[config.mk]
export PLATFORM = sky130hd
export DESIGN_NAME = rcco_top
export DESIGN_NICKNAME = d
export VERILOG_FILES = /design/src/rcco_pkg.sv /design/src/rcco_top.sv
export SDC_FILE = /design/constraint.sdc
export NUM_CORES = 1
export LEC_CHECK = 0
export BUFFER_PORTS_ARGS = -buffer_cell sky130_fd_sc_hd__buf_2
export CELL_PAD_IN_SITES_DETAIL_PLACEMENT = 0
export CELL_PAD_IN_SITES_GLOBAL_PLACEMENT = 1
export CORE_MARGIN = 8
export CORE_UTILIZATION = 41
export DETAILED_ROUTE_END_ITERATION = 10
export GPL_TIMING_DRIVEN = 0
export PLACE_DENSITY = 0.93
export SETUP_SLACK_MARGIN = 0.1
export SYNTH_ARGS = -nofsm -noshare
export SYNTH_HDL_FRONTEND = slang
export SYNTH_SLANG_ARGS = --single-unit
[constraint.sdc]
create_clock -name sys_clk -period 5.7 [get_ports sys_clk]
set_input_delay 1.14 -clock sys_clk [delete_from_list [all_inputs] [get_ports sys_clk]]
set_output_delay 1.14 -clock sys_clk [all_outputs]
set_load 0.01 [all_outputs]
[src/rcco_pkg.sv]
// Constants and carrier types for the reset cause and clock output block.
package rcco_pkg;

	// Register bus geometry and answers.
	localparam int unsigned AXI_AW      = 8;
	localparam logic [1:0]  RESP_OKAY   = 2'h0;
	localparam logic [1:0]  RESP_SLVERR = 2'h2;

	// Register map; the status register index is scaled to a word address.
	localparam logic [7:0] IDX_STATUS    = 8'h03;
	localparam logic [7:0] ADDR_STATUS   = {IDX_STATUS[5:0], 2'b00};
	localparam logic [7:0] ADDR_OSC_CFG  = 8'h20;
	localparam logic [7:0] ADDR_IRQ_STAT = 8'h24;
	localparam logic [7:0] ADDR_IRQ_MASK = 8'h28;
	localparam logic [7:0] ADDR_RETAIN   = 8'h2C;
	localparam logic [7:0] ADDR_RST_INFO = 8'h30;

	// Status register layout from bit 7 down to bit 0.
	typedef struct packed {
		logic [2:0] page_select;
		logic       timeout_flag;
		logic       powerdown_flag;
		logic       zero_flag;
		logic       digit_carry_flag;
		logic       carry_flag;
	} rcco_status_s;

	// Cause flag values per reset source.
	localparam logic [2:0] PAGE_RST      = 3'h0;
	localparam logic       POR_TO        = 1'b1;
	localparam logic       POR_PD        = 1'b1;
	localparam logic       MASTER_CLEAR_PIN_WAKE_TO  = 1'b1;
	localparam logic       MASTER_CLEAR_PIN_WAKE_PD  = 1'b0;
	localparam logic       WDT_RUN_TO    = 1'b0;
	localparam logic       WDT_RUN_PD    = 1'b1;
	localparam logic       WDT_WAKE_TO   = 1'b0;
	localparam logic       WDT_WAKE_PD   = 1'b0;

	// Reset events, one sticky interrupt bit each.
	typedef struct packed {
		logic wdt_wake;
		logic wdt_run;
		logic master_clear_pin_wake;
		logic master_clear_pin_run;
		logic por;
	} rcco_event_s;

	// Oscillator mode field encodings and reset value.
	localparam logic [1:0] OSC_MODE_LP  = 2'h0;
	localparam logic [1:0] OSC_MODE_XT  = 2'h1;
	localparam logic [1:0] OSC_MODE_HS  = 2'h2;
	localparam logic [1:0] OSC_MODE_RC  = 2'h3;
	localparam logic [1:0] OSC_MODE_RST = OSC_MODE_RC;

	// Timing.
	localparam int unsigned CLK_FREQ_MHZ = 40;
	localparam int unsigned DRT_TIME_US  = 18000;
	localparam int unsigned DRT_CYCLES_DEF = DRT_TIME_US * CLK_FREQ_MHZ;
	localparam int unsigned CLK_DIV      = 4;

	typedef enum logic [1:0] {
		RCCO_HOLD,
		RCCO_TIMER,
		RCCO_RUN
	} rcco_state_e;

endpackage

[src/rcco_top.sv]
// Reset cause recorder, device reset timer and divided clock output.
`timescale 1ns/1ps
`default_nettype none

// Functional notes
// - Five reset sources are recognised.
// - Wake-up from halt is a full reset.
// - Retained register is never reset.
// - Other registers but the arithmetic flags take reset values.
// - Timeout and powerdown flags at bits 4:3.
// - Run-time master clear keeps both flags.
// - Master clear wake: timeout 1, powerdown 0.
// - Watchdog run reset: timeout 0, powerdown 1.
// - Watchdog wake: both flags cleared.
// - Power-on status reads 0001 1xxx.
// - Other resets: 000q quuu status.
// - RC mode drives oscillator divided by four.
// - Two-bit field selects oscillator mode.
// - Reset timer holds core after pin high.
// - Watchdog timeout restarts the reset timer.
module rcco_top
	import rcco_pkg::*;
#(
	parameter int unsigned DRT_CYCLES = DRT_CYCLES_DEF
) (
	// Clock and reset.
	input  wire logic              sys_clk,
	input  wire logic              sys_rst,
	// Register bus.
	input  wire logic [AXI_AW-1:0] s_axi_awaddr,
	input  wire logic              s_axi_awvalid,
	output logic                   s_axi_awready,
	input  wire logic [31:0]       s_axi_wdata,
	input  wire logic [3:0]        s_axi_wstrb,
	input  wire logic              s_axi_wvalid,
	output logic                   s_axi_wready,
	output logic [1:0]             s_axi_bresp,
	output logic                   s_axi_bvalid,
	input  wire logic              s_axi_bready,
	input  wire logic [AXI_AW-1:0] s_axi_araddr,
	input  wire logic              s_axi_arvalid,
	output logic                   s_axi_arready,
	output logic [31:0]            s_axi_rdata,
	output logic [1:0]             s_axi_rresp,
	output logic                   s_axi_rvalid,
	input  wire logic              s_axi_rready,
	// Board pins.
	input  wire logic              master_clear_pin_n,
	output logic                   oscillator_output_pin,
	output logic                   oscillator_output_pin_oe,
	// Core side.
	input  wire logic              watchdog_timeout,
	input  wire logic              core_sleeping,
	output logic                   core_reset,
	output logic                   irq
);

	localparam int unsigned CNT_W = (DRT_CYCLES > 2) ? $clog2(DRT_CYCLES) : 1;
	localparam logic [CNT_W-1:0] DRT_LAST = CNT_W'(DRT_CYCLES - 1);
	localparam int unsigned DIV_W = $clog2(CLK_DIV);

	logic              master_clear_pin_meta_r;
	logic              master_clear_pin_sync_r;
	logic              por_pend_r;
	rcco_state_e       state_r;
	rcco_state_e       state_nxt;
	logic [CNT_W-1:0]  drt_cnt_r;
	logic [CNT_W-1:0]  drt_cnt_nxt;
	logic              core_reset_r;
	logic [2:0]        page_r;
	logic [2:0]        page_nxt;
	logic              to_r;
	logic              to_nxt;
	logic              pd_r;
	logic              pd_nxt;
	logic [2:0]        arith_r;
	logic [7:0]        retain_r;
	logic [1:0]        osc_mode_r;
	rcco_event_s       irq_stat_r;
	rcco_event_s       irq_mask_r;
	logic [DIV_W-1:0]  div_cnt_r;
	logic              osc_out_r;
	logic              osc_oe_r;
	logic              bvalid_r;
	logic [1:0]        bresp_r;
	logic              rvalid_r;
	logic [1:0]        rresp_r;
	logic [31:0]       rdata_r;

	// Master-clear pin synchroniser; the first stage feeds only the second.
	// It resets low so that the core stays held until the pin is seen high.
	always_ff @(posedge sys_clk) begin
		if (sys_rst) begin
			master_clear_pin_meta_r <= 1'b0;
			master_clear_pin_sync_r <= 1'b0;
		end else begin
			master_clear_pin_meta_r <= master_clear_pin_n;
			master_clear_pin_sync_r <= master_clear_pin_meta_r;
		end
	end

	// Reset source classification; all sources but power-on only while the core is running.
	wire         run_w      = (state_r == RCCO_RUN);
	wire         master_clear_pin_low_w = ~master_clear_pin_sync_r;
	wire         wdt_hit_w  = run_w & ~master_clear_pin_low_w & watchdog_timeout;
	rcco_event_s ev;
	assign ev.por       = por_pend_r;
	assign ev.master_clear_pin_run  = run_w & master_clear_pin_low_w & ~core_sleeping;
	assign ev.master_clear_pin_wake = run_w & master_clear_pin_low_w & core_sleeping;
	assign ev.wdt_run   = wdt_hit_w & ~core_sleeping;
	assign ev.wdt_wake  = wdt_hit_w & core_sleeping;
	wire core_ev_w = ev.master_clear_pin_run | ev.master_clear_pin_wake | ev.wdt_run | ev.wdt_wake;

	// Reset hold and device reset timer.
	always_comb begin
		state_nxt   = state_r;
		drt_cnt_nxt = drt_cnt_r;
		unique case (state_r)
			RCCO_HOLD: begin
				drt_cnt_nxt = '0;
				if (!master_clear_pin_low_w) begin
					state_nxt = RCCO_TIMER;
				end
			end
			RCCO_TIMER: begin
				if (master_clear_pin_low_w) begin
					state_nxt   = RCCO_HOLD;
					drt_cnt_nxt = '0;
				end else if (drt_cnt_r == DRT_LAST) begin
					state_nxt = RCCO_RUN;
				end else begin
					drt_cnt_nxt = drt_cnt_r + CNT_W'(1);
				end
			end
			RCCO_RUN: begin
				// Wake-ups restart from reset, never from where the core halted.
				if (master_clear_pin_low_w) begin
					state_nxt = RCCO_HOLD;
				end else if (watchdog_timeout) begin
					state_nxt   = RCCO_TIMER;
					drt_cnt_nxt = '0;
				end
			end
		endcase
	end

	always_ff @(posedge sys_clk) begin
		if (sys_rst) begin
			state_r      <= RCCO_HOLD;
			drt_cnt_r    <= '0;
			core_reset_r <= 1'b1;
			por_pend_r   <= 1'b1;
		end else begin
			state_r      <= state_nxt;
			drt_cnt_r    <= drt_cnt_nxt;
			core_reset_r <= (state_nxt != RCCO_RUN);
			por_pend_r   <= 1'b0;
		end
	end
	assign core_reset = core_reset_r;

	// Register bus decode.
	wire wr_go_w   = s_axi_awvalid & s_axi_wvalid & ~bvalid_r;
	wire rd_go_w   = s_axi_arvalid & ~rvalid_r;
	wire wr_lane_w = wr_go_w & s_axi_wstrb[0];
	wire wr_status_w = wr_lane_w & (s_axi_awaddr == ADDR_STATUS);
	wire wr_cfg_w    = wr_lane_w & (s_axi_awaddr == ADDR_OSC_CFG);
	wire wr_istat_w  = wr_lane_w & (s_axi_awaddr == ADDR_IRQ_STAT);
	wire wr_imask_w  = wr_lane_w & (s_axi_awaddr == ADDR_IRQ_MASK);
	wire wr_retain_w = wr_lane_w & (s_axi_awaddr == ADDR_RETAIN);
	wire wr_hit_w = (s_axi_awaddr == ADDR_STATUS) | (s_axi_awaddr == ADDR_OSC_CFG)
		| (s_axi_awaddr == ADDR_IRQ_STAT) | (s_axi_awaddr == ADDR_IRQ_MASK)
		| (s_axi_awaddr == ADDR_RETAIN) | (s_axi_awaddr == ADDR_RST_INFO);
	assign s_axi_awready = wr_go_w;
	assign s_axi_wready  = wr_go_w;
	assign s_axi_arready = rd_go_w;

	// Cause flags change only through reset events, never by a bus write.
	assign to_nxt = ev.master_clear_pin_wake ? MASTER_CLEAR_PIN_WAKE_TO :
		ev.wdt_run ? WDT_RUN_TO :
		ev.wdt_wake ? WDT_WAKE_TO : to_r;
	assign pd_nxt = ev.master_clear_pin_wake ? MASTER_CLEAR_PIN_WAKE_PD :
		ev.wdt_run ? WDT_RUN_PD :
		ev.wdt_wake ? WDT_WAKE_PD : pd_r;
	assign page_nxt = core_ev_w ? PAGE_RST :
		wr_status_w ? s_axi_wdata[7:5] : page_r;

	always_ff @(posedge sys_clk) begin
		if (sys_rst) begin
			page_r <= PAGE_RST;
			to_r   <= POR_TO;
			pd_r   <= POR_PD;
		end else begin
			page_r <= page_nxt;
			to_r   <= to_nxt;
			pd_r   <= pd_nxt;
		end
	end

	// Arithmetic flags and the retained register have no reset at all, so
	// they are undefined after power-on and survive every later reset.
	always_ff @(posedge sys_clk) begin
		if (wr_status_w) begin
			arith_r <= s_axi_wdata[2:0];
		end
		if (wr_retain_w) begin
			retain_r <= s_axi_wdata[7:0];
		end
	end

	rcco_status_s status_view;
	assign status_view = '{page_select: page_r, timeout_flag: to_r,
		powerdown_flag: pd_r, zero_flag: arith_r[2],
		digit_carry_flag: arith_r[1], carry_flag: arith_r[0]};

	// Oscillator mode field and interrupt registers.
	always_ff @(posedge sys_clk) begin
		if (sys_rst) begin
			osc_mode_r <= OSC_MODE_RST;
			irq_stat_r <= '0;
			irq_mask_r <= '0;
		end else begin
			if (wr_cfg_w) begin
				osc_mode_r <= s_axi_wdata[1:0];
			end
			// A new event in the clearing cycle wins over the clear.
			irq_stat_r <= (wr_istat_w ? (irq_stat_r & ~s_axi_wdata[4:0]) : irq_stat_r)
				| ev;
			if (wr_imask_w) begin
				irq_mask_r <= s_axi_wdata[4:0];
			end
		end
	end
	assign irq = |(irq_stat_r & irq_mask_r);

	// Clock output. Only RC mode drives the pin; in the crystal modes the pin
	// belongs to the resonator or is left open for an external clock input.
	wire rc_mode_w = (osc_mode_r == OSC_MODE_RC);
	always_ff @(posedge sys_clk) begin
		if (sys_rst) begin
			div_cnt_r <= '0;
			osc_out_r <= 1'b0;
			osc_oe_r  <= 1'b0;
		end else begin
			div_cnt_r <= div_cnt_r + DIV_W'(1);
			osc_out_r <= rc_mode_w & div_cnt_r[DIV_W-1];
			osc_oe_r  <= rc_mode_w;
		end
	end
	assign oscillator_output_pin    = osc_out_r;
	assign oscillator_output_pin_oe = osc_oe_r;

	// Read mux.
	wire [AXI_AW-1:0] ra = s_axi_araddr;
	wire rd_hit_w = (ra == ADDR_STATUS) | (ra == ADDR_OSC_CFG) | (ra == ADDR_IRQ_STAT)
		| (ra == ADDR_IRQ_MASK) | (ra == ADDR_RETAIN) | (ra == ADDR_RST_INFO);
	wire [7:0] rd_byte_w =
		(ra == ADDR_STATUS)   ? status_view :
		(ra == ADDR_OSC_CFG)  ? {6'h00, osc_mode_r} :
		(ra == ADDR_IRQ_STAT) ? {3'h0, irq_stat_r} :
		(ra == ADDR_IRQ_MASK) ? {3'h0, irq_mask_r} :
		(ra == ADDR_RETAIN)   ? retain_r :
		(ra == ADDR_RST_INFO) ? {5'h00, state_r, core_reset_r} : 8'h00;

	// Responses; one write and one read can be outstanding at a time.
	always_ff @(posedge sys_clk) begin
		if (sys_rst) begin
			bvalid_r <= 1'b0;
			bresp_r  <= RESP_OKAY;
			rvalid_r <= 1'b0;
			rresp_r  <= RESP_OKAY;
			rdata_r  <= 32'h0000_0000;
		end else begin
			if (wr_go_w) begin
				bvalid_r <= 1'b1;
				bresp_r  <= wr_hit_w ? RESP_OKAY : RESP_SLVERR;
			end else if (s_axi_bready) begin
				bvalid_r <= 1'b0;
			end
			if (rd_go_w) begin
				rvalid_r <= 1'b1;
				rresp_r  <= rd_hit_w ? RESP_OKAY : RESP_SLVERR;
				rdata_r  <= {24'h00_0000, rd_byte_w};
			end else if (s_axi_rready) begin
				rvalid_r <= 1'b0;
			end
		end
	end
	assign s_axi_bvalid = bvalid_r;
	assign s_axi_bresp  = bresp_r;
	assign s_axi_rvalid = rvalid_r;
	assign s_axi_rresp  = rresp_r;
	assign s_axi_rdata  = rdata_r;
endmodule

`default_nettype wire

* Word-level counts from Yosys, hierarchy flattened
Index checks and enable logic that the tools add are counted.
Word-level totals: flip-flop bits (word level) 72, input bits 62, output and inout port bits 45, logic and storage cells 128
Cells by class: $add $sub $neg 2, eq/ne operators 20, multiplexer cells 29, bitwise logic cells 38, reductions and logical operators 9
Operators by type and width (count):
- 8-bit by 6-bit equality test with 1-bit output, second input constant | 10
- 20-bit 2-to-1 mux | 4
- 20-bit case mux with 3 select lines | 1
- 8-bit 2-to-1 mux | 5
- 20-bit by 1-bit adder with 20-bit output, second input constant | 1
- 20-bit equality test, second input constant | 1
- 1-bit bitwise AND | 17
- 8-bit by 4-bit equality test with 1-bit output, second input constant | 2
- 2-bit 2-to-1 mux | 7
- 1-bit bitwise OR | 13
- 5-bit bitwise AND | 2
- 1-bit 2-to-1 mux | 9
- 2-bit != test, second input constant | 3
- 2-bit case mux with 3 select lines | 1
- 2-bit nonzero test | 3
- 5-bit 2-to-1 mux | 1
- 5-bit NOT | 1
- 5-bit bitwise OR | 1
- 5-bit OR reduction | 1
- 2-bit equality test, second input constant | 2
- 1-bit NOT | 4
- 2-bit OR reduction | 2
- 3-bit 2-to-1 mux | 1
- 3-bit != test, second input constant | 1
- other kinds (5) | 5

* Logic depth before layout (Yosys ltp)
depth in word-level cells 7, depth in mapped cells 7, gate-level depth less buffers 7

* Worst setup path after synthesis
No wires, ideal clock.
kind input port to output port, start point input s_axi_awvalid, end point output s_axi_wready, arrival time 1.683 ns, data required time 4.560 ns, path slack 2.877 ns, stages on the path 3, path buffers 2, path through and3b_1 -> clkbuf_1 -> buf_4
Between the ends: longest elaborated chain between the ends 2
RTL lines:
- start, declared | RTL line rcco_top.sv:31 | input wire logic s_axi_awvalid,
- 1-bit bitwise AND (2 in a row) | RTL line rcco_top.sv:163 | wire wr_go_w = s_axi_awvalid & s_axi_wvalid & ~bvalid_r;
- end, declared | RTL line rcco_top.sv:36 | output logic s_axi_wready,
No other way between the ends.

* Worst setup path in the final report
Same ends and word-level chain as after synthesis.

==> run_results.csv <==
group,metric,value,unit
routing,routed-via-count,3018,
timing,timing.setup.tns,0,ns
worst_hold_path,holdPathStages,1,
placed_design,preCtsSetupSlack,2.70,ns
grt,met3_usage,0.0422,
routing,drt-wirelength-per-cell,14.2,um
routing,totalWireLength,8330,um
timing,drv_slew,0,
layout,instances_no_fill,588,
placed_design,gpl.final_weighted_congestion,0.824,
clocking,cts_clock_pin_slew_for_the_worst_setup_and_hold_paths,0.08,ns
timing,tightest_slew,0.843,ns
timing,worst_slack,2.70,ns
placed_design,post_dp_hpwl,6490,um
clocking,clock_tree.buffer_depth,2,
yosys,ys_warns,0,
die,die_y,108,um
timing,setup_viol_count_final,0,
clocking,clock_tree.root_cell,"sky130_fd_sc_hd__clkbuf_8",
yosys,synth-main-ff-cell,"sky130_fd_sc_hd__dfxtp_1",
yosys,yosysTopAreaCell,"sky130_fd_sc_hd__dfxtp_1",
worst_setup_path,cp-end-kind,"output pin",
worst_setup_path,arrival,1.86,ns
grt,global_route.overflow_total,0,
yosys,synth_area,3500,um^2
power_and_ir_drop,part_of_the_power_in_registers,0.518,
clocking,tritoncts_clock_tree,"done",
yosys,ys_seq_elements,70,
outcome,status,"completed",
yosys,number_of_flops_mapped_to_enable_cells_by_yosys,11,
timing,final.period_utilization,0.526,
clocking,ctsHtreeMaxLevel,3,
clocking,cts-hold-fix-buffers,0,
clocking,postCtsSetupRepairBufs,0,
die,core_area,8260,um^2
yosys,synth.avg_cell_area,8.97,um^2
yosys,yosys_cell_types,57,
worst_setup_path,reg2reg_setup_slack,3.28,ns
placed_design,placed_cells_incl_taps,572,
layout,antenna_fix_cells,0,
worst_setup_path,critPathLaunchType,"input port",
grt,grt_antenna_before_repair,0,
clocking,clock_insertion_delay_worst_skew,0.36,ns
power_and_ir_drop,share_comb_of_total_power,0.092,
timing,timing.max_slew.rel_slack,0.437,
grt,groute.layer.met2.usage,0.242,
grt,vias_in_the_first_global_route,2965,
timing,grt_setup_unrepaired,"false",
yosys,synth_top_area_frac,0.338,
yosys,synth_seq_area_share,0.432,
routing,route.detailed.drc,0,
clocking,cts_repair_resize_count,0,
worst_hold_path,whs_endpoint,"master_clear_pin_sync_r",
die,dieWidth,108,um
routing,route.detailed.vias_per_inst,5.13,
timing,fin_worst_skew,0.0105,ns
layout,fraction_of_final_layout_cells_sized_beyond_drive_strength_1,0.234,
routing,drt-initial-drc-count,194,
die,std_cell_rows,33,
yosys,async_flop_share,0,
worst_setup_path,regToRegEndpoint,"drt_cnt_r[12]",
timing,fmax,0.334,GHz
power_and_ir_drop,power_switching_share,0.276,
power_and_ir_drop,leak_pwr,1.64,nW
power_and_ir_drop,p_total,0.000986,W
yosys,ys_top_cells_by_area,"sky130_fd_sc_hd__dfxtp_1, sky130_fd_sc_hd__edfxtp_1, sky130_fd_sc_hd__buf_4",
timing,timing.final.hold_violations,0,
grt,global_route_met1_utilization,0.175,
grt,grt_max_degree,16,
worst_setup_path,startpoint_of_the_worst_slack_reg_to_reg_timing_path,"state_r[0]",
placed_design,numPortBuffers,52,
worst_setup_path,path_class,"in2out",
yosys,synthCells,390,
worst_setup_path,critical_path.max_fanout,6,
die,die_area,11700,um^2
run,max-cap-violations,0,
worst_setup_path,required_time_worst_endpoint,4.56,ns
clocking,cts_sink_count,70,
worst_hold_path,path_category_of_the_worst_min_delay_check,"reg2reg",
grt,grt_first_pass_wirelength,13800,um
grt,grt_usage,0.147,
die,floorplan.initialDensity,0.423,
power_and_ir_drop,internal_power,0.000714,W
grt,globalRoute.busiestLayer,"met2",
power_and_ir_drop,p_sw,0.000272,W
routing,drt_pre_antenna_iters,5,
power_and_ir_drop,power.ir.vdd_worst,0.181,mV
timing,timing.final.crit_period,3.00,ns
power_and_ir_drop,power_density,237,nW/um^2
power_and_ir_drop,p_clk_frac,0.390,
worst_setup_path,timing.reg2reg.worst_path_depth,6,
die,io_pins,107,
worst_hold_path,hp-start,"master_clear_pin_meta_r",
layout,area_growth_from_synthesis_to_layout,19.2,%
clocking,cts_made_buffers,9,
routing,number_of_routed_nets_with_antenna_violations,0,
layout,fin_nets,543,
[worst max path at each step]
stage / startpoint / slack [ns] / end / depth (start not counted)
after floorplan: s_axi_awvalid / 2.88 / s_axi_wready / 3
after global placement: s_axi_awvalid / 2.74 / s_axi_wready / 5
after detailed placement: s_axi_awvalid / 2.70 / s_axi_wready / 5
after CTS: s_axi_awvalid / 2.70 / s_axi_wready / 5
after global routing: s_axi_awvalid / 2.64 / s_axi_wready / 5
final: s_axi_awvalid / 2.70 / s_axi_wready / 5
[registers in the layout, summed over array words and instances, names as in the netlist, 3 cells and up]
signal	cells
arith_r	3
page_r	3
retain_r	8
irq_mask_r	5
s_axi_rdata	8
drt_cnt_r	20
irq_stat_r	5
[power by group through the flow]
| stage | logic [W] | registers (W) | clock network, W |
|---|---|---|---|
| global route | 0.000101 | 0.000512 | 0.000412 |
| global placement | 0.0000873 | 0.000523 | 0 |
| finish | 0.0000903 | 0.000511 | 0.000385 |
| detailed placement | 0.0000892 | 0.000523 | 0 |
| floorplan | 0.0000566 | 0.000524 | 0 |
| CTS | 0.0000894 | 0.000511 | 0.000394 |
[synthesized netlist by cell type, drive strengths merged (3+ instances only)]
cell type,number
a21oi,24
a22oi,6
a311oi,6
and2,4
buf,29
clkbuf,14
dfxtp,59
edfxtp,11
ha,3
inv,11
mux2,6
mux2i,11
nand2,28
nand2b,10
nand3,13
nand4,7
nor2,44
nor2b,12
nor3,7
nor4,7
o211ai,4
o21a,3
o21ai,17
o22ai,4
o31ai,5
or3,7
or4,3
xor2,9
[layer usage]
metal / vias up / share of wire
li1: 1526 / -
met1: 1381 / 0.42
met2: 99 / 0.49
met3: 12 / 0.074
met4: 0 / 0.017
met5: - / 0
[cell families after synthesis]
logic type | after synthesis | share of synthesized area
AND/OR/NAND/NOR | 148 | 0.218
multiplexers | 17 | 0.0508
AO/OA/AOI/OAI | 86 | 0.169
adder cells (fa/ha/maj) | 3 | 0.0107
flip-flops | 70 | 0.432
other | 1 | 0.00107
buffers and inverters | 54 | 0.0912
XOR/XNOR | 11 | 0.0276
[placed cells by master (no fill, tap or decap), drive strengths merged, types with 13 or more instances in the layout]
cell type  instances
a21oi             24
buf               81
clkbuf            23
conb              26
dfxtp             59
inv               15
nand2             28
nand3             13
nor2              44
o21ai             17
[worst max-delay path: stages]
cell                       delay, ns
sky130_fd_sc_hd__buf_2          0.08
sky130_fd_sc_hd__and3b_1        0.15
sky130_fd_sc_hd__clkbuf_1       0.23
sky130_fd_sc_hd__buf_4          0.15
sky130_fd_sc_hd__buf_2          0.12
[through the flow]
stage,instance area [um^2],util,hold slack [ns]
final,4170,0.505,0.443
after global routing,4170,0.505,0.454
after CTS,4170,0.505,0.446
after detailed placement,3980,0.482,0.427
after global placement,3980,0.482,0.422
after floorplan,3590,-,0.413
[cell type report]
type                       count  area [um^2]
buffer                        43          278
clock buffer                   9          124
clock inverter                 7         62.6
fill                         784         4090
inverter                      11         41.3
multi-input combinational    291         1760
sequential                    70         1510
tap                          105          131
timing repair buffer          52          260
Power figures use the tool's default switching activity.
